### src/rtl/host_port_params.svh
`ifndef HOST_PORT_PARAMS_SVH
`define HOST_PORT_PARAMS_SVH

// ----------------------------------------
// Address decode
// ----------------------------------------
`define HP_CFG_SEL        2'h3

// ----------------------------------------
// Configuration register fields
// ----------------------------------------
`define HP_F_WAIT_POL     0
`define HP_F_CS_POL       1
`define HP_F_RD_POL       2
`define HP_F_WR_POL       3
`define HP_F_RW_MODE      4
`define HP_F_BUS16        5
`define HP_F_BIG_END      6
`define HP_F_POSTED       7
`define HP_CFG_RESET      32'h0000_00ae

// ----------------------------------------
// Timing
// ----------------------------------------
`define HP_CLK_NS         8
`define HP_RD_LAT_NS      40
`define HP_NP_LAT_NS      40
`define HP_CMT_NS         80
`define HP_RD_LAT_CYC     ((`HP_RD_LAT_NS + `HP_CLK_NS - 1) / `HP_CLK_NS)
`define HP_NP_LAT_CYC     ((`HP_NP_LAT_NS + `HP_CLK_NS - 1) / `HP_CLK_NS)
`define HP_CMT_CYC        ((`HP_CMT_NS + `HP_CLK_NS - 1) / `HP_CLK_NS)

`endif

### src/rtl/host_port_pkg.sv
package host_port_pkg;

  // Gray sequence along IDLE -> SEL -> BUSY -> DONE
  typedef enum logic [1:0] {
    ST_IDLE = 2'h0,
    ST_SEL  = 2'h1,
    ST_BUSY = 2'h3,
    ST_DONE = 2'h2
  } cyc_state_type;

endpackage

### src/rtl/host_port_cfg_access.sv
// Summary of operation
// - Drive wait/acknowledge only once chip select active
// - Initial wait level reflects earlier pending write
// - Posted write: wait active at strobe release
// - Posted 16-bit write captures all sixteen lines
// - Non-posted write starts with wait inactive
// - Non-posted write: wait active at strobe
// - Non-posted write commits at strobe release
// - Read: wait active when read strobe active
// - Read drives data; valid after wait clears
// - 8-bit mode never drives upper lane
// - Control line polarities set by configuration
// - 16-bit byte order follows endianness bit
// - Optional direction plus transfer_strobe signalling
// - Configuration accesses 16-bit wide, or 8-bit wide when bus16 bit clear
`timescale 1ns/100ps
`include "host_port_params.svh"
module host_port_cfg_access (
  // Clock and reset
  input  wire logic        clk_sys_i,
  input  wire logic        rst_n_i,
  // Host control lines
  input  wire logic        cs_i,
  input  wire logic        rd_rw_i,
  input  wire logic        wr_strobe_i,
  input  wire logic [3:0]  addr_i,
  // Host data lines
  input  wire logic [15:0] d_i,
  output logic      [15:0] d_o,
  output logic      [1:0]  d_oe_o,
  // Wait / acknowledge pin
  output logic             wait_ack_o,
  output logic             wait_ack_oe_o,
  // Internal side
  output logic      [31:0] cfg_reg_o,
  output logic             write_pending_o
);
  import host_port_pkg::*;

  localparam logic [3:0] RD_LAT    = 4'(`HP_RD_LAT_CYC);
  localparam logic [3:0] NP_LAT    = 4'(`HP_NP_LAT_CYC);
  localparam logic [3:0] CMT_LAT   = 4'(`HP_CMT_CYC);
  localparam int         PEND_MAX  = `HP_CMT_CYC + 2;
  localparam logic [31:0] CFG_RST  = `HP_CFG_RESET;

  // ----------------------------------------
  // State
  // ----------------------------------------
  cyc_state_type state_ff, nxt_state;
  logic [31:0]   cfg_ff, stage_data_ff;
  logic [3:0]    stage_be_ff, pend_cnt_ff, lat_cnt_ff;
  logic          pend_ff, wait_act_ff, nxt_wait;
  logic          is_read_ff, wr_q_ff, rd_q_ff;

  // ----------------------------------------
  // Decode
  // ----------------------------------------
  logic        cs_act, rd_act, wr_act, sel, in_cycle;
  logic        posted, bus16, big_end, wr_fall, posted_cap;
  logic        np_commit, pend_done, lat_load, busy_done, commit_en;
  logic [15:0] swap_in, rd_word, rdata_map;
  logic [31:0] wdata_map, be_mask, commit_data;
  logic [3:0]  be_map, commit_be;

  strobe_decode strobe_decode_inst (
    .cs_i        (cs_i),
    .rd_rw_i     (rd_rw_i),
    .wr_strobe_i (wr_strobe_i),
    .cs_pol_i    (cfg_ff[`HP_F_CS_POL]),
    .rd_pol_i    (cfg_ff[`HP_F_RD_POL]),
    .wr_pol_i    (cfg_ff[`HP_F_WR_POL]),
    .rw_mode_i   (cfg_ff[`HP_F_RW_MODE]),
    .cs_act_o    (cs_act),
    .rd_act_o    (rd_act),
    .wr_act_o    (wr_act)
  );

  assign posted    = cfg_ff[`HP_F_POSTED];
  assign bus16     = cfg_ff[`HP_F_BUS16];
  assign big_end   = cfg_ff[`HP_F_BIG_END];
  assign sel       = cs_act & (addr_i[3:2] == `HP_CFG_SEL);
  assign in_cycle  = (state_ff != ST_IDLE);
  // Trailing edge is caught even when chip select drops in the same sample
  assign wr_fall   = in_cycle & wr_q_ff & ~wr_act;
  assign posted_cap = wr_fall & posted & ~is_read_ff;
  // data still held by host at release
  assign np_commit = wr_fall & ~posted;
  assign pend_done = pend_ff & (pend_cnt_ff == 4'h0);
  assign lat_load  = (state_ff != ST_BUSY) & (state_ff != ST_DONE) & sel
                     & (rd_act | (wr_act & ~posted));
  assign busy_done = (lat_cnt_ff == 4'h0) & ~pend_ff;

  // ----------------------------------------
  // Lane mapping
  // ----------------------------------------
  // byte swap for big endian
  assign swap_in   = big_end ? {d_i[7:0], d_i[15:8]} : d_i;
  // replicated to every lane; be_map picks the lanes written
  assign wdata_map = bus16 ? {swap_in, swap_in} : {4{d_i[7:0]}};
  // 8-bit mode enables the one lane picked by addr_i[1:0]
  assign be_map    = bus16 ? (addr_i[1] ? 4'hc : 4'h3) : (4'h1 << addr_i[1:0]);
  assign rd_word   = addr_i[1] ? cfg_ff[31:16] : cfg_ff[15:0];
  assign rdata_map = bus16 ? (big_end ? {rd_word[7:0], rd_word[15:8]} : rd_word)
                           : {8'h00, cfg_ff[8*addr_i[1:0] +: 8]};

  genvar gi;
  generate
    for (gi = 0; gi < 4; gi++) begin : g_mask
      assign be_mask[8*gi +: 8] = {8{be_map[gi]}};
    end
  endgenerate

  assign commit_en   = pend_done | np_commit;
  assign commit_data = np_commit ? wdata_map : stage_data_ff;
  assign commit_be   = np_commit ? be_map : stage_be_ff;

  // ----------------------------------------
  // Cycle state machine
  // ----------------------------------------
  always_comb begin
    nxt_state = state_ff;
    nxt_wait  = pend_ff;
    case (state_ff)
      ST_IDLE, ST_SEL: begin
        if (!sel) begin
          nxt_state = ST_IDLE;
        end else if (rd_act) begin
          nxt_state = ST_BUSY;
          nxt_wait  = 1'b1;
        end else if (wr_act && !posted) begin
          nxt_state = ST_BUSY;
          nxt_wait  = 1'b1;
        end else if (!posted) begin
          // no earlier write can be pending
          nxt_state = ST_SEL;
          nxt_wait  = 1'b0;
        end else begin
          // wait shows the write just posted
          nxt_state = ST_SEL;
          nxt_wait  = pend_ff | posted_cap;
        end
      end
      ST_BUSY: begin
        if (!sel) begin
          nxt_state = ST_IDLE;
        end else if (busy_done) begin
          nxt_state = ST_DONE;
          nxt_wait  = 1'b0;
        end else begin
          nxt_wait  = 1'b1;
        end
      end
      default: begin
        if (!sel) begin
          nxt_state = ST_IDLE;
        end else if (!rd_act && !wr_act) begin
          nxt_state = ST_SEL;
        end
        nxt_wait = pend_ff;
      end
    endcase
  end

  always_ff @(posedge clk_sys_i) begin
    if (!rst_n_i) begin
      state_ff    <= ST_IDLE;
      wait_act_ff <= 1'b0;
      wr_q_ff     <= 1'b0;
      rd_q_ff     <= 1'b0;
    end else begin
      state_ff    <= nxt_state;
      wait_act_ff <= nxt_wait;
      wr_q_ff     <= wr_act;
      rd_q_ff     <= rd_act;
    end
  end

  always_ff @(posedge clk_sys_i) begin
    if (!rst_n_i) begin
      lat_cnt_ff <= 4'h0;
      is_read_ff <= 1'b0;
    end else if (lat_load) begin
      lat_cnt_ff <= rd_act ? RD_LAT : NP_LAT;
      is_read_ff <= rd_act;
    end else if (state_ff == ST_BUSY && lat_cnt_ff != 4'h0) begin
      lat_cnt_ff <= lat_cnt_ff - 4'h1;
    end else if (state_ff == ST_IDLE) begin
      is_read_ff <= 1'b0;
    end
  end

  // ----------------------------------------
  // Posted write staging
  // ----------------------------------------
  // set by capture wins over clear
  always_ff @(posedge clk_sys_i) begin
    if (!rst_n_i) begin
      pend_ff       <= 1'b0;
      pend_cnt_ff   <= 4'h0;
      stage_data_ff <= 32'h0000_0000;
      stage_be_ff   <= 4'h0;
    end else if (posted_cap) begin
      pend_ff       <= 1'b1;
      pend_cnt_ff   <= CMT_LAT;
      stage_data_ff <= wdata_map;
      stage_be_ff   <= be_map;
    end else if (pend_done) begin
      pend_ff       <= 1'b0;
    end else if (pend_ff) begin
      pend_cnt_ff   <= pend_cnt_ff - 4'h1;
    end
  end

  // each cycle fills its own bytes
  // DWORD built up lane by lane
  generate
    for (gi = 0; gi < 4; gi++) begin : g_cfg
      always_ff @(posedge clk_sys_i) begin
        if (!rst_n_i) begin
          cfg_ff[8*gi +: 8] <= CFG_RST[8*gi +: 8];
        end else if (commit_en && commit_be[gi]) begin
          cfg_ff[8*gi +: 8] <= commit_data[8*gi +: 8];
        end
      end
    end
  endgenerate

  // ----------------------------------------
  // Pin drivers
  // ----------------------------------------
  always_ff @(posedge clk_sys_i) begin
    if (!rst_n_i) begin
      wait_ack_o      <= 1'b1;
      wait_ack_oe_o   <= 1'b0;
      d_o             <= 16'h0000;
      d_oe_o          <= 2'h0;
      cfg_reg_o       <= `HP_CFG_RESET;
      write_pending_o <= 1'b0;
    end else begin
      wait_ack_oe_o   <= sel;
      wait_ack_o      <= ~(nxt_wait ^ cfg_ff[`HP_F_WAIT_POL]);
      d_oe_o          <= {sel & rd_act & bus16, sel & rd_act};
      if (state_ff == ST_BUSY && busy_done && is_read_ff) begin
        d_o <= rdata_map;
      end
      cfg_reg_o       <= cfg_ff;
      write_pending_o <= pend_ff;
    end
  end
endmodule

### src/rtl/strobe_decode.sv
`timescale 1ns/100ps
module strobe_decode (
  // Raw pins
  input  wire logic cs_i,
  input  wire logic rd_rw_i,
  input  wire logic wr_strobe_i,
  // Configuration
  input  wire logic cs_pol_i,
  input  wire logic rd_pol_i,
  input  wire logic wr_pol_i,
  input  wire logic rw_mode_i,
  // Decoded activity
  output logic      cs_act_o,
  output logic      rd_act_o,
  output logic      wr_act_o
);

  logic rd_lvl;
  logic wr_lvl;

  assign cs_act_o = ~(cs_i ^ cs_pol_i);
  assign rd_lvl   = ~(rd_rw_i ^ rd_pol_i);
  assign wr_lvl   = ~(wr_strobe_i ^ wr_pol_i);

  assign rd_act_o = rw_mode_i ? (wr_lvl & rd_lvl) : rd_lvl;
  assign wr_act_o = rw_mode_i ? (wr_lvl & ~rd_lvl) : wr_lvl;

endmodule

### config.mk
export PLATFORM = sky130hd
export DESIGN_NAME = host_port_cfg_access
export DESIGN_NICKNAME = d
export VERILOG_FILES = /design/src/rtl/host_port_pkg.sv /design/src/rtl/host_port_cfg_access.sv /design/src/rtl/strobe_decode.sv
export VERILOG_INCLUDE_DIRS = /design/src /design/src/rtl
export SDC_FILE = /design/constraint.sdc
export NUM_CORES = 1
export LEC_CHECK = 0
export BUFFER_PORTS_ARGS = -buffer_cell sky130_fd_sc_hd__buf_2
export CELL_PAD_IN_SITES_DETAIL_PLACEMENT = 0
export CELL_PAD_IN_SITES_GLOBAL_PLACEMENT = 1
export CORE_MARGIN = 2
export CORE_UTILIZATION = 25
export DETAILED_ROUTE_END_ITERATION = 10
export PLACE_DENSITY = 0.5
export SYNTH_ARGS = -nofsm -noshare
export SYNTH_HDL_FRONTEND = slang
export SYNTH_HIERARCHICAL = 1
export SYNTH_SLANG_ARGS = --single-unit
export TNS_END_PERCENT = 5
### constraint.sdc
create_clock -name clk_sys_i -period 3.2 [get_ports clk_sys_i]
set_input_delay 0.8 -clock clk_sys_i [delete_from_list [all_inputs] [get_ports clk_sys_i]]
set_output_delay 0.8 -clock clk_sys_i [all_outputs]
set_load 0.005 [all_outputs]
# Word-level counts from Yosys, hierarchy flattened
# Index checks and enable logic that the tools add are counted.
[classes]
addsub = 2
eq_ne = 9
shifts = 2
mux = 36
bitwise = 33
n_reduce_logical = 28
[op_table]
columns = ["operator", "n"]
rows = [
  ["2-to-1 mux 16 bit", 4],
  ["2-to-1 mux 32 bit", 2],
  ["variable part select 32 x 6 -> 8 bit", 1],
  ["2-to-1 mux 4 bit", 6],
  ["AND 1 bit", 16],
  ["2-to-1 mux 2 bit", 7],
  ["2-to-1 mux 1 bit", 13],
  ["inverter 1 bit", 10],
  ["nonzero test 2 bit", 5],
  ["logical AND 1 bit", 9],
  ["logical NOT 4 bit", 2],
  ["inequality test 2 bit, second input constant", 4],
  ["AND reduction 2 bit", 4],
  ["subtractor 4 x 1 -> 4 bit, second input constant", 2],
  ["2-to-1 mux 3 bit", 2],
  ["OR reduction 2 bit", 3],
  ["== test 2 bit, second input constant", 2],
  ["inequality test 4 x 1 -> 1 bit, second input constant", 1],
  ["one-hot mux 2 bit (2 select lines)", 1],
  ["nonzero test 4 bit", 1],
  ["<< shifter 1 x 2 -> 4 bit, first input constant", 1],
  ["XOR 1 bit", 4],
  ["logical NOT 1 bit", 3],
  ["inequality test 3 bit, second input constant", 1],
  ["4 further kinds", 6],
]
[word_totals]
regBits = 134
input_bits = 25
output_inout_bits = 53
word_cells = 130

# Depth between registers and ports, before layout
# Gate-level depths: netlist of the first run.
[depth]
word_depth = 16
depth_mapped = 9

# Hierarchy
# Netlist of the first run, hierarchy kept.
[by_module_without_submodules]
columns = ["module", "instances", "cells_per_inst", "area_per_inst_um2", "seq_area_each_um2"]
rows = [
  ["host_port_cfg_access", 1, 515, 5108.6, 2362.3],
  ["strobe_decode", 1, 5, 38.8, 0.0],
]

# Worst setup path after synthesis of the first run
# No wires, ideal clock.
[synth_path]
path_kind = "input -> register"
startpoint = "in rd_rw_i"
endpoint = "reg cfg_ff[5], in the netlist bus16"
setup_ns = 0.130
arrival_ns = 2.441
slack_ns = 0.629
path_stages = 7
path_buffers = 1
cell_sequence = "xnor2_1 -> a21oi_1 -> nor4b_4 -> buf_6 -> mux2i_4 -> mux2i_1 -> nand2_1"
[synth_between]
elab_chain_cells = 8
elab_cells_between_ends = 10
[synth_rtl]
columns = ["element", "line", "text"]
rows = [
  ["start, declared", "host_port_cfg_access.sv:24", "input wire logic rd_rw_i,"],
  ["XOR 1 bit *", "strobe_decode.sv:22", "assign rd_lvl = ~(rd_rw_i ^ rd_pol_i);"],
  ["AND 1 bit *", "strobe_decode.sv:26", "assign wr_act_o = rw_mode_i ? (wr_lvl & ~rd_lvl) : wr_lvl;"],
  ["2-to-1 mux 1 bit *", "strobe_decode.sv:26", ""],
  ["net wr_act", "host_port_cfg_access.sv:58", "logic cs_act, rd_act, wr_act, sel, in_cycle;"],
  ["inverter 1 bit *", "host_port_cfg_access.sv:84", "assign wr_fall = in_cycle & wr_q_ff & ~wr_act;"],
  ["AND 1 bit *", "host_port_cfg_access.sv:84", ""],
  ["AND 1 bit *", "host_port_cfg_access.sv:87", "assign np_commit = wr_fall & ~posted;"],
  ["OR 1 bit or 2-to-1 mux 4 bit (tied branches)", "host_port_cfg_access.sv:113, host_port_cfg_access.sv:115", ""],
  ["logical AND 1 bit", "host_port_cfg_access.sv:221", "end else if (commit_en && commit_be[gi]) begin"],
  ["end signal, assigned by index", "host_port_cfg_access.sv:220", "cfg_ff[8*gi +: 8] <= CFG_RST[8*gi +: 8];"],
  ["end signal, assigned by index", "host_port_cfg_access.sv:222", "cfg_ff[8*gi +: 8] <= commit_data[8*gi +: 8];"],
  ["end, declared", "host_port_cfg_access.sv:50", "logic [31:0] cfg_ff, stage_data_ff;"],
]
# Mark *: on every way through the listed nets, which the timed path passes. The rest lies on a longest branch.
# A chain may end at the register's enable or synchronous reset.

# Final worst setup path of the first run
[layout_path]
startpoint = "in rd_rw_i"
endpoint = "reg cfg_ff[9]"
# The elaborated chain is that of the path after synthesis.

==> results of run 1 <==
## cells by family (layout without fill, tap and decap cells)
logic type      after synthesis  after routing  share of synthesized area (%)
simple gates                171            171                           17.9
flops                       118            118                           45.9
mux                          86             86                           17.9
compound gates               80             80                           11.6
buf+inv                      53            138                           4.40
xor+xnor                      9              9                           1.53
fa+ha+maj                     3              3                          0.729
## synth_stat cells, types with 11 or more instances
library cell                 n  share of area, %
sky130_fd_sc_hd__nor2_1     13              0.95
sky130_fd_sc_hd__inv_1      20               1.5
sky130_fd_sc_hd__mux2i_1    72                14
sky130_fd_sc_hd__and2_1     31               3.8
sky130_fd_sc_hd__nor2b_1    30               3.6
sky130_fd_sc_hd__dfxtp_1   118                46
sky130_fd_sc_hd__a21boi_0   13               1.9
sky130_fd_sc_hd__o211a_1    20               3.9
sky130_fd_sc_hd__clkbuf_1   21               1.5
sky130_fd_sc_hd__nand2_1    63               4.6
sky130_fd_sc_hd__a21oi_1    11               1.1
sky130_fd_sc_hd__o211ai_1   12               1.8
## flip-flops by register name (all words and copies together), names as in the netlist, 2 cells and up
register / flops
lat_cnt_ff: 4
stage_data_ff: 16
d_oe_o: 2
stage_be_ff: 4
state_ff: 2
cfg_reg_o: 32
d_o: 16
cfg_ff: 30
pend_cnt_ff: 4
## power by group through the flow
stage	clock network (W)	registers [W]	logic (W)
global route	0.00224	0.00148	0.000131
detailed placement	0	0.00151	0.000121
floorplan	0	0.00151	0.0000737
CTS	0.00218	0.00148	0.000122
global placement	0	0.00151	0.000120
finish	0.00213	0.00148	0.000118
## tightest hold or removal path: cells and delay by family, from the launching register on
| family | cells | cell delay, ns |
|---|---|---|
| flip-flops | 1 | 0.31 |
| AND/OR/NAND/NOR | 1 | 0.05 |
| AO/OA/AOI/OAI | 1 | 0.05 |
## metal layers
| metal | vias to the layer above | global-route usage [%] |
|---|---|---|
| li1 | 1928 | - |
| met4 | 0 | 5.29 |
| met2 | 70 | 20.5 |
| met3 | 20 | 3.49 |
| met1 | 1782 | 16.8 |
| met5 | - | 0 |
## worst paths after layout
kind               end  depth (start not counted)  slack, ns      start
max reg2reg  cfg_ff[9]                          7       0.93  cfg_ff[3]
max          cfg_ff[9]                          8       0.86    rd_rw_i
min             d_o[7]                          2       0.45     d_o[7]
min reg2reg     d_o[7]                          2       0.45     d_o[7]
## metrics by stage
| step | worst slack, ns | power (W) | util [%] | instance area (um2) | cells |
|---|---|---|---|---|---|
| floorplan | 0.629 | 0.00158 | - | 5150 | 520 |
| global placement | 0.420 | 0.00163 | 28.8 | 5820 | 843 |
| detailed placement | 0.388 | 0.00163 | 28.8 | 5820 | 843 |
| CTS | 0.847 | 0.00378 | 32.0 | 6480 | 875 |
| global route | 0.738 | 0.00386 | 32.0 | 6480 | 875 |
| finish | 0.862 | 0.00372 | 32.0 | 6480 | 875 |
## final cells by class
cell class | instances | area (um2)
Fill cell | 2080 | 13800
Multi-Input combinational cell | 349 | 2570
Sequential cell | 118 | 2360
Timing Repair Buffer | 86 | 478
Clock buffer | 20 | 457
Tap cell | 270 | 338
Clock inverter | 12 | 200
Inverter | 20 | 75.1
==> run_summary.xml, run 1 <==
<?xml version="1.0" encoding="UTF-8"?>
<metrics>
  <group name="timing">
    <metric name="worst_hold_slack" unit="ns">0.447</metric>
    <metric name="grt_setup_unrepaired" unit="">no</metric>
    <metric name="tightest_slew" unit="ns">0.549</metric>
    <metric name="finalSetupViolations" unit="">0</metric>
    <metric name="tns" unit="ns">0</metric>
    <metric name="timing_hold_violations_final" unit="">0</metric>
    <metric name="finalMaxSlewViolations" unit="">0</metric>
    <metric name="worst_clock_skew" unit="ns">0.00859</metric>
    <metric name="maxClockFrequency" unit="MHz">428</metric>
    <metric name="timing.slew.headroom" unit="%">62.6</metric>
    <metric name="final_critical_path_share_of_the_clock_period" unit="%">73.1</metric>
    <metric name="final.min_clock_period" unit="ns">2.34</metric>
  </group>
  <group name="logic_synthesis">
    <metric name="synth.ff_latch_count" unit="">118</metric>
    <metric name="synthDistinctLibCells" unit="">45</metric>
    <metric name="syn-mean-instance-area" unit="um2">9.90</metric>
    <metric name="synth_area" unit="mm2">0.00515</metric>
    <metric name="seq_area_frac_synth" unit="%">45.9</metric>
    <metric name="yosysWarnings" unit="">6</metric>
    <metric name="post_synth_inst_count" unit="">520</metric>
    <metric name="syn_nets" unit="">548</metric>
    <metric name="synth_async_sr_flop_share" unit="%">0</metric>
    <metric name="synth_enable_flop_cells" unit="">0</metric>
    <metric name="ys_dominant_reg_cell" unit="">sky130_fd_sc_hd__dfxtp_1</metric>
  </group>
  <group name="power">
    <metric name="static-leakage-power" unit="nW">2.70</metric>
    <metric name="power.share.switching" unit="%">20.9</metric>
    <metric name="p_int" unit="W">0.00295</metric>
    <metric name="power_frac_seq" unit="%">39.8</metric>
    <metric name="power-per-cell-area" unit="mW/mm2">575</metric>
    <metric name="p_switching" unit="W">0.000778</metric>
    <metric name="comb_power_share" unit="%">3.2</metric>
    <metric name="clock_network_fraction_of_total_power" unit="%">57.1</metric>
    <metric name="worst_ir_drop_vdd" unit="mV">0.323</metric>
  </group>
  <group name="worst_setup_path">
    <metric name="worst_setup_path_end_kind" unit="">flop</metric>
    <metric name="worstPathBufferInverterCount" unit="">2</metric>
    <metric name="worst-setup-path-type" unit="">input pin to flop</metric>
    <metric name="worstSetupStartpointType" unit="">input pin</metric>
    <metric name="cp_top_family" unit="">multiplexers</metric>
    <metric name="crit_fanout" unit="">20</metric>
    <metric name="timing.critical_path.required" unit="ns">3.51</metric>
    <metric name="worstPathArrival" unit="ns">2.64</metric>
    <metric name="cpMaxStageDelayCell" unit="">sky130_fd_sc_hd__mux2i_4</metric>
    <metric name="ordered_cell_list_for_the_critical_path" unit="">buf_2 &gt; xnor2_1 &gt; a21oi_1 &gt; nor4b_4 &gt; buf_12 &gt; mux2i_4 &gt; mux2i_1 &gt; nor2b_1</metric>
    <metric name="critPathMaxStageDelay" unit="ns">0.55</metric>
  </group>
  <group name="run_status">
    <metric name="status" unit="">complete, no violations</metric>
  </group>
  <group name="floorplan">
    <metric name="fp.coreArea" unit="mm2">0.0202</metric>
    <metric name="pin_count" unit="">78</metric>
    <metric name="placementRows" unit="">52</metric>
    <metric name="die_width" unit="um">147</metric>
    <metric name="initial_core_util" unit="%">25.4</metric>
    <metric name="floorplan.die.height" unit="um">147</metric>
    <metric name="die_area" unit="mm2">0.0218</metric>
  </group>
  <group name="clocking">
    <metric name="post-cts-setup-buffers" unit="">0</metric>
    <metric name="cts-root-to-sink-buffers" unit="">2</metric>
    <metric name="cts_tree" unit="">built</metric>
    <metric name="cts_root_buffer" unit="">sky130_fd_sc_hd__clkbuf_16</metric>
    <metric name="worstSkewPairLatency" unit="ns">0.42</metric>
    <metric name="cts_inserted_buffers" unit="">17</metric>
    <metric name="post_cts_resize_count" unit="">0</metric>
    <metric name="cts.htree.levels" unit="">4</metric>
    <metric name="path_clk_slew" unit="ns">0.06</metric>
    <metric name="clkSinkCount" unit="">118</metric>
    <metric name="cts-hold-fix-buffers" unit="">0</metric>
  </group>
  <group name="route">
    <metric name="vias" unit="">3800</metric>
    <metric name="post-route-drc-count" unit="">0</metric>
    <metric name="highest_layer" unit="">met4</metric>
    <metric name="antenna_violating_nets_post_route" unit="">0</metric>
    <metric name="wirelength" unit="um">13500</metric>
    <metric name="total_met3_wirelength_after_detailed_routing" unit="um">458</metric>
    <metric name="m1WireLength" unit="um">6510</metric>
    <metric name="wl_met2" unit="um">6250</metric>
    <metric name="drt-pass1-iter-count" unit="">4</metric>
    <metric name="avgRoutedWirePerCell" unit="um">15.4</metric>
    <metric name="dr.first_iter.drc_count" unit="">155</metric>
    <metric name="avgViaCountPerCell" unit="">4.34</metric>
  </group>
  <group name="placement">
    <metric name="place_hpwl" unit="um">9630</metric>
    <metric name="gp_congestion" unit="">0.703</metric>
    <metric name="io_buffers" unit="">77</metric>
  </group>
  <group name="hold_path">
    <metric name="holdCritPathClass" unit="">flop to flop</metric>
  </group>
  <group name="global_route">
    <metric name="grt_first_pass_wirelength" unit="um">21400</metric>
    <metric name="grt_use_total" unit="%">12.9</metric>
    <metric name="remaining_overflow_grt" unit="">0</metric>
    <metric name="grt_pass1_vias" unit="">3775</metric>
    <metric name="grt_start_max_net_pins" unit="">59</metric>
    <metric name="antenna_found_initial" unit="">0</metric>
  </group>
  <group name="run">
    <metric name="cap_viol_max_count" unit="">0</metric>
  </group>
  <group name="layout">
    <metric name="final_net_count" unit="">620</metric>
    <metric name="area_delta_synth_final" unit="%">25.8</metric>
    <metric name="layout_commonest_cell" unit="">sky130_fd_sc_hd__dfxtp_1</metric>
    <metric name="insertedDiodeCount" unit="">0</metric>
    <metric name="most-common-layout-cells" unit="">sky130_fd_sc_hd__dfxtp_1, sky130_fd_sc_hd__buf_2, sky130_fd_sc_hd__mux2i_1</metric>
    <metric name="post_route_cells_drive_above_1_share" unit="%">22.6</metric>
  </group>
</metrics>
Note: power is estimated with default switching activity, not from simulation.
==> run 2: changes to the inputs <==
--- a/config.mk
+++ b/config.mk
@@ -12,7 +12,7 @@
 export CORE_MARGIN = 2
 export CORE_UTILIZATION = 25
 export DETAILED_ROUTE_END_ITERATION = 10
-export PLACE_DENSITY = 0.5
+export PLACE_DENSITY = 0.52
 export SYNTH_ARGS = -nofsm -noshare
 export SYNTH_HDL_FRONTEND = slang
 export SYNTH_HIERARCHICAL = 1
==> constraint.sdc (replaced) <==
create_clock -name clk_sys_i -period 2.1 [get_ports clk_sys_i]
set_input_delay 0.525 -clock clk_sys_i [delete_from_list [all_inputs] [get_ports clk_sys_i]]
set_output_delay 0.525 -clock clk_sys_i [all_outputs]
set_load 0.005 [all_outputs]
==> run_summary.xml, run 2 (synthesized netlist as in run 1, its figures left out) <==
<?xml version="1.0" encoding="UTF-8"?>
<metrics>
  <group name="floorplan">
    <metric name="fp.coreArea" unit="mm2">0.0202</metric>
    <metric name="initial_core_util" unit="%">25.4</metric>
    <metric name="pin_count" unit="">78</metric>
    <metric name="die_area" unit="mm2">0.0218</metric>
    <metric name="die_width" unit="um">147</metric>
    <metric name="floorplan.die.height" unit="um">147</metric>
    <metric name="placementRows" unit="">52</metric>
  </group>
  <group name="clocking">
    <metric name="clkSinkCount" unit="">118</metric>
    <metric name="path_clk_slew" unit="ns">0.06</metric>
    <metric name="worstSkewPairLatency" unit="ns">0.42</metric>
    <metric name="cts.htree.levels" unit="">4</metric>
    <metric name="cts-root-to-sink-buffers" unit="">2</metric>
    <metric name="cts_inserted_buffers" unit="">17</metric>
    <metric name="cts_root_buffer" unit="">sky130_fd_sc_hd__clkbuf_16</metric>
    <metric name="post-cts-setup-buffers" unit="">0</metric>
    <metric name="cts_tree" unit="">built</metric>
  </group>
  <group name="timing">
    <metric name="worst_clock_skew" unit="ns">0.0105</metric>
    <metric name="timing.slew.headroom" unit="%">63.3</metric>
    <metric name="tns" unit="ns">0</metric>
    <metric name="tightest_slew" unit="ns">0.545</metric>
    <metric name="timing_hold_violations_final" unit="">0</metric>
    <metric name="final.min_clock_period" unit="ns">2.01</metric>
    <metric name="worst_hold_slack" unit="ns">0.450</metric>
    <metric name="maxClockFrequency" unit="MHz">497</metric>
    <metric name="final_critical_path_share_of_the_clock_period" unit="%">95.8</metric>
    <metric name="finalMaxSlewViolations" unit="">0</metric>
    <metric name="finalSetupViolations" unit="">0</metric>
    <metric name="grt_setup_unrepaired" unit="">yes</metric>
  </group>
  <group name="worst_setup_path">
    <metric name="worstSetupStartpointType" unit="">flop</metric>
    <metric name="worst-setup-path-type" unit="">flop to flop</metric>
    <metric name="worstPathArrival" unit="ns">2.37</metric>
    <metric name="worst_setup_path_end_kind" unit="">flop</metric>
    <metric name="timing.critical_path.required" unit="ns">2.46</metric>
    <metric name="crit_fanout" unit="">8</metric>
  </group>
  <group name="route">
    <metric name="avgRoutedWirePerCell" unit="um">15.5</metric>
    <metric name="drt-pass1-iter-count" unit="">5</metric>
    <metric name="antenna_violating_nets_post_route" unit="">0</metric>
    <metric name="wirelength" unit="um">14000</metric>
    <metric name="avgViaCountPerCell" unit="">4.37</metric>
    <metric name="post-route-drc-count" unit="">0</metric>
    <metric name="dr.first_iter.drc_count" unit="">176</metric>
    <metric name="vias" unit="">3940</metric>
  </group>
  <group name="run_status">
    <metric name="status" unit="">complete, no violations</metric>
  </group>
  <group name="layout">
    <metric name="largest_register_ffs" unit="">32</metric>
    <metric name="n_fill_cell" unit="">2080</metric>
    <metric name="post_route_cells_drive_above_1_share" unit="%">26.9</metric>
    <metric name="insertedDiodeCount" unit="">0</metric>
    <metric name="final_net_count" unit="">646</metric>
    <metric name="layout_commonest_cell" unit="">sky130_fd_sc_hd__dfxtp_1</metric>
    <metric name="area_delta_synth_final" unit="%">31.1</metric>
    <metric name="max_flop_register" unit="">cfg_reg_o</metric>
    <metric name="most-common-layout-cells" unit="">sky130_fd_sc_hd__dfxtp_1, sky130_fd_sc_hd__buf_2, sky130_fd_sc_hd__mux2i_1</metric>
    <metric name="layout_top_registers" unit="">cfg_reg_o x32, cfg_ff x30</metric>
  </group>
  <group name="run">
    <metric name="cap_viol_max_count" unit="">0</metric>
  </group>
  <group name="global_route">
    <metric name="remaining_overflow_grt" unit="">0</metric>
    <metric name="grt_first_pass_wirelength" unit="um">21800</metric>
    <metric name="grt_use_total" unit="%">13.4</metric>
    <metric name="grt_pass1_vias" unit="">3956</metric>
    <metric name="grt_start_max_net_pins" unit="">113</metric>
    <metric name="antenna_found_initial" unit="">0</metric>
  </group>
  <group name="placement">
    <metric name="gp_congestion" unit="">0.777</metric>
    <metric name="io_buffers" unit="">77</metric>
    <metric name="place_hpwl" unit="um">10000</metric>
  </group>
  <group name="power">
    <metric name="static-leakage-power" unit="nW">2.84</metric>
    <metric name="power-per-cell-area" unit="mW/mm2">784</metric>
    <metric name="worst_ir_drop_vdd" unit="mV">0.464</metric>
  </group>
  <group name="hold_path">
    <metric name="holdCritPathClass" unit="">flop to flop</metric>
  </group>
</metrics>
## run 2: cell count changes in the layout (fill, tap and decap cells not counted), sizes merged
cell,previous run,this run
clkinvlp,3,1
bufinv,5,1
buf,86,112
inv,20,27
clkinv,4,5
clkbuf,20,18
## run 2: metrics by stage
step	setup slack [ns]	power [W]	instance area (um2)	utilization [%]	std cells
after detailed placement	-0.199	0.00250	6160	30.5	869
after CTS	0.0176	0.00538	6750	33.3	901
after global placement	-0.183	0.00250	6160	30.5	869
final	0.0890	0.00529	6750	33.4	901
after global routing	-0.0350	0.00549	6750	33.4	901
after floorplan	-0.0317	0.00242	5200	-	520
## run 2: worst paths after layout
path                     end  depth (start not counted)  slack (ns)  startpoint
setup / recovery  cfg_ff[13]                          9        0.09   cfg_ff[2]
hold / removal        d_o[3]                          2        0.45      d_o[3]
setup reg to reg  cfg_ff[13]                          9        0.09   cfg_ff[2]
hold reg to reg       d_o[3]                          2        0.45      d_o[3]
## run 2: layout make-up
type,instances,area (um2),area share (%)
clock buffer,18,439,6.51
sequential,118,2360,35.0
multi-input combinational,349,2620,38.9
inverter,20,75.1,1.11
tap,270,338,5.00
timing repair buffer,112,773,11.5
clock inverter,14,139,2.06
## run 2: worst max-delay path, stage by stage (launching register included)
cell                      delay, ns
sky130_fd_sc_hd__dfxtp_1       0.44
sky130_fd_sc_hd__xnor2_4       0.16
sky130_fd_sc_hd__a21oi_4       0.09
sky130_fd_sc_hd__nor4b_4       0.27
sky130_fd_sc_hd__buf_12        0.19
sky130_fd_sc_hd__buf_12        0.13
sky130_fd_sc_hd__buf_12        0.13
sky130_fd_sc_hd__mux2i_1       0.29
sky130_fd_sc_hd__mux2i_1       0.13
sky130_fd_sc_hd__nor2b_1       0.12
## run 2: per-layer routing
layer	track usage (%)	part of all wire, %
met5	0	0
met2	22.8	49
met1	16.0	45
met3	3.52	3.8
met4	5.58	2.2
## run 2: timing repair
action	in CTS	in global routing
cloned	0	0
gates resized for setup	2	1
setup endpoints to repair	8	8
hold buffers	0	0
## run 2: where the power goes
part,leakage (nW),internal (W),total (W),switching [W]
sequential,0.951,0.00225,0.00225,0.00000549
clock,0.283,0.00169,0.00284,0.00116
combinational,1.61,0.0000855,0.000195,0.000110
total,2.84,0.00402,0.00529,0.00127
==> run 3: changes to the inputs <==
--- a/config.mk
+++ b/config.mk
@@ -13,6 +13,7 @@
 export CORE_UTILIZATION = 25
 export DETAILED_ROUTE_END_ITERATION = 10
 export PLACE_DENSITY = 0.52
+export SETUP_SLACK_MARGIN = 0.5
 export SYNTH_ARGS = -nofsm -noshare
 export SYNTH_HDL_FRONTEND = slang
 export SYNTH_HIERARCHICAL = 1
==> run_summary.xml, run 3 (synthesized netlist as in run 1, its figures left out) <==
<?xml version="1.0" encoding="UTF-8"?>
<metrics>
  <group name="worst_setup_path">
    <metric name="crit_fanout" unit="">8</metric>
    <metric name="timing.reg2reg.worst_path_depth" unit="">9</metric>
    <metric name="worst_setup_path_end_kind" unit="">flop</metric>
    <metric name="worstSetupStartpointType" unit="">flop</metric>
    <metric name="worstPathArrival" unit="ns">2.30</metric>
    <metric name="timing.critical_path.required" unit="ns">2.46</metric>
    <metric name="worst-setup-path-type" unit="">flop to flop</metric>
  </group>
  <group name="global_route">
    <metric name="remaining_overflow_grt" unit="">0</metric>
    <metric name="grt_pass1_vias" unit="">3964</metric>
    <metric name="grt_first_pass_wirelength" unit="um">21900</metric>
    <metric name="grt_start_max_net_pins" unit="">113</metric>
    <metric name="grt_use_total" unit="%">13.4</metric>
    <metric name="antenna_found_initial" unit="">0</metric>
  </group>
  <group name="power">
    <metric name="p_int" unit="W">0.00403</metric>
    <metric name="comb_power_share" unit="%">3.9</metric>
    <metric name="p_switching" unit="W">0.00128</metric>
    <metric name="fin_total_pwr" unit="W">0.00530</metric>
    <metric name="power_frac_seq" unit="%">42.5</metric>
    <metric name="worst_ir_drop_vdd" unit="mV">0.465</metric>
    <metric name="static-leakage-power" unit="nW">2.91</metric>
    <metric name="clock_network_fraction_of_total_power" unit="%">53.6</metric>
    <metric name="power-per-cell-area" unit="mW/mm2">767</metric>
    <metric name="power.share.switching" unit="%">24.1</metric>
  </group>
  <group name="run_status">
    <metric name="status" unit="">complete, no violations</metric>
  </group>
  <group name="route">
    <metric name="drt-pass1-iter-count" unit="">4</metric>
    <metric name="avgViaCountPerCell" unit="">4.36</metric>
    <metric name="post-route-drc-count" unit="">0</metric>
    <metric name="avgRoutedWirePerCell" unit="um">15.6</metric>
    <metric name="vias" unit="">3957</metric>
    <metric name="dr.first_iter.drc_count" unit="">183</metric>
    <metric name="wirelength" unit="um">14100</metric>
    <metric name="antenna_violating_nets_post_route" unit="">0</metric>
  </group>
  <group name="timing">
    <metric name="final_critical_path_share_of_the_clock_period" unit="%">92.5</metric>
    <metric name="grt_setup_unrepaired" unit="">yes</metric>
    <metric name="final.min_clock_period" unit="ns">1.94</metric>
    <metric name="timing_hold_violations_final" unit="">0</metric>
    <metric name="timing.slew.headroom" unit="%">63.3</metric>
    <metric name="setup_ws" unit="ns">0.158</metric>
    <metric name="finalMaxSlewViolations" unit="">0</metric>
    <metric name="worst_clock_skew" unit="ns">0.00976</metric>
    <metric name="maxClockFrequency" unit="MHz">515</metric>
    <metric name="finalSetupViolations" unit="">0</metric>
    <metric name="tightest_slew" unit="ns">0.545</metric>
  </group>
  <group name="hold_path">
    <metric name="holdCritPathClass" unit="">flop to flop</metric>
    <metric name="hold-path-cell-count" unit="">2</metric>
  </group>
  <group name="placement">
    <metric name="place_hpwl" unit="um">10000</metric>
    <metric name="io_buffers" unit="">77</metric>
    <metric name="dp_slack" unit="ns">-0.199</metric>
    <metric name="gp_congestion" unit="">0.777</metric>
  </group>
  <group name="clocking">
    <metric name="cts.htree.levels" unit="">4</metric>
    <metric name="path_clk_slew" unit="ns">0.06</metric>
    <metric name="cts-root-to-sink-buffers" unit="">2</metric>
    <metric name="cts-hold-fix-buffers" unit="">0</metric>
    <metric name="cts_tree" unit="">built</metric>
    <metric name="worstSkewPairLatency" unit="ns">0.42</metric>
    <metric name="clkSinkCount" unit="">118</metric>
    <metric name="cts_root_buffer" unit="">sky130_fd_sc_hd__clkbuf_16</metric>
    <metric name="cts_inserted_buffers" unit="">17</metric>
  </group>
  <group name="layout">
    <metric name="most-common-layout-cells" unit="">sky130_fd_sc_hd__dfxtp_1, sky130_fd_sc_hd__buf_2, sky130_fd_sc_hd__mux2i_1</metric>
    <metric name="max_flop_register" unit="">cfg_reg_o</metric>
    <metric name="post_route_cells_drive_above_1_share" unit="%">30.1</metric>
    <metric name="area_delta_synth_final" unit="%">34.3</metric>
    <metric name="insertedDiodeCount" unit="">0</metric>
    <metric name="largest_register_ffs" unit="">32</metric>
    <metric name="n_fill_cell" unit="">2058</metric>
    <metric name="layout_top_registers" unit="">cfg_reg_o x32, cfg_ff x30</metric>
    <metric name="final_net_count" unit="">652</metric>
    <metric name="layout_commonest_cell" unit="">sky130_fd_sc_hd__dfxtp_1</metric>
  </group>
  <group name="floorplan">
    <metric name="fp.coreArea" unit="mm2">0.0202</metric>
    <metric name="die_area" unit="mm2">0.0218</metric>
    <metric name="placementRows" unit="">52</metric>
    <metric name="pin_count" unit="">78</metric>
    <metric name="die_width" unit="um">147</metric>
    <metric name="floorplan.die.height" unit="um">147</metric>
    <metric name="initial_core_util" unit="%">25.4</metric>
  </group>
  <group name="run">
    <metric name="cap_viol_max_count" unit="">0</metric>
  </group>
</metrics>
-- run 3: power by group through the flow --
| stage | combinational, W | clock, W | sequential [W] |
|---|---|---|---|
| 2_1_floorplan | 0.000117 | 0 | 0.00230 |
| 3_3_place_gp | 0.000197 | 0 | 0.00230 |
| 3_5_place_dp | 0.000198 | 0 | 0.00230 |
| 4_1_cts | 0.000203 | 0.00292 | 0.00225 |
| 5_1_grt | 0.000227 | 0.00302 | 0.00225 |
| 6_report | 0.000207 | 0.00284 | 0.00225 |
-- run 3: through the flow --
stage          cell area [um2]  cells  utilization (%)  hold WS (ns)  setup TNS, ns
2_1_floorplan             5200    520                -         0.441         -0.420
3_3_place_gp              6160    869             30.5         0.452          -3.01
3_5_place_dp              6160    869             30.5         0.453          -3.62
4_1_cts                   6800    901             33.6         0.458              0
5_1_grt                   6910    907             34.2         0.475              0
6_report                  6910    907             34.2         0.454              0
-- run 3: routing by layer --
metal | track usage (%) | part of all wire (%) | vias to the layer above
met5 | 0 | 0 | -
met4 | 5.58 | 2.1 | 0
met3 | 3.52 | 3.1 | 16
met2 | 22.9 | 49 | 65
met1 | 15.9 | 46 | 1880
li1 | - | - | 1996
-- run 3: path summary, 6_finish.rpt --
path,from,to,slack [ns]
min reg2reg,d_o[3],d_o[3],0.45
min,d_o[3],d_o[3],0.45
max reg2reg,cfg_ff[3],cfg_ff[22],0.16
max,cfg_ff[3],cfg_ff[22],0.16
-- run 3: critical path, cell delays in order (launching register included) --
cell and delay, ns:
sky130_fd_sc_hd__dfxtp_4 0.39, sky130_fd_sc_hd__xor2_4 0.18, sky130_fd_sc_hd__a21oi_4 0.06, sky130_fd_sc_hd__nor4b_4 0.27, sky130_fd_sc_hd__buf_12 0.19, sky130_fd_sc_hd__buf_12 0.13
sky130_fd_sc_hd__buf_12 0.15, sky130_fd_sc_hd__mux2i_2 0.25, sky130_fd_sc_hd__mux2i_1 0.11, sky130_fd_sc_hd__nor2b_1 0.13
-- run 3: cell type report --
| cell class | instances | area (um2) | area share [%] |
|---|---|---|---|
| Sequential cell | 118 | 2370 | 34.3 |
| Inverter | 20 | 75.1 | 1.09 |
| Clock buffer | 18 | 439 | 6.35 |
| Clock inverter | 14 | 139 | 2.01 |
| Multi-Input combinational cell | 349 | 2710 | 39.2 |
| Timing Repair Buffer | 118 | 843 | 12.2 |
| Tap cell | 270 | 338 | 4.89 |
-- run 3: repair_timing --
item / CTS / global route
pin swaps: 0 / 6
endpoints found under the hold margin: 0 / 0
cloned: 0 / 2
endpoints found under the setup margin: 80 / 79
gates resized for setup: 12 / 16
setup buffers: 0 / 4
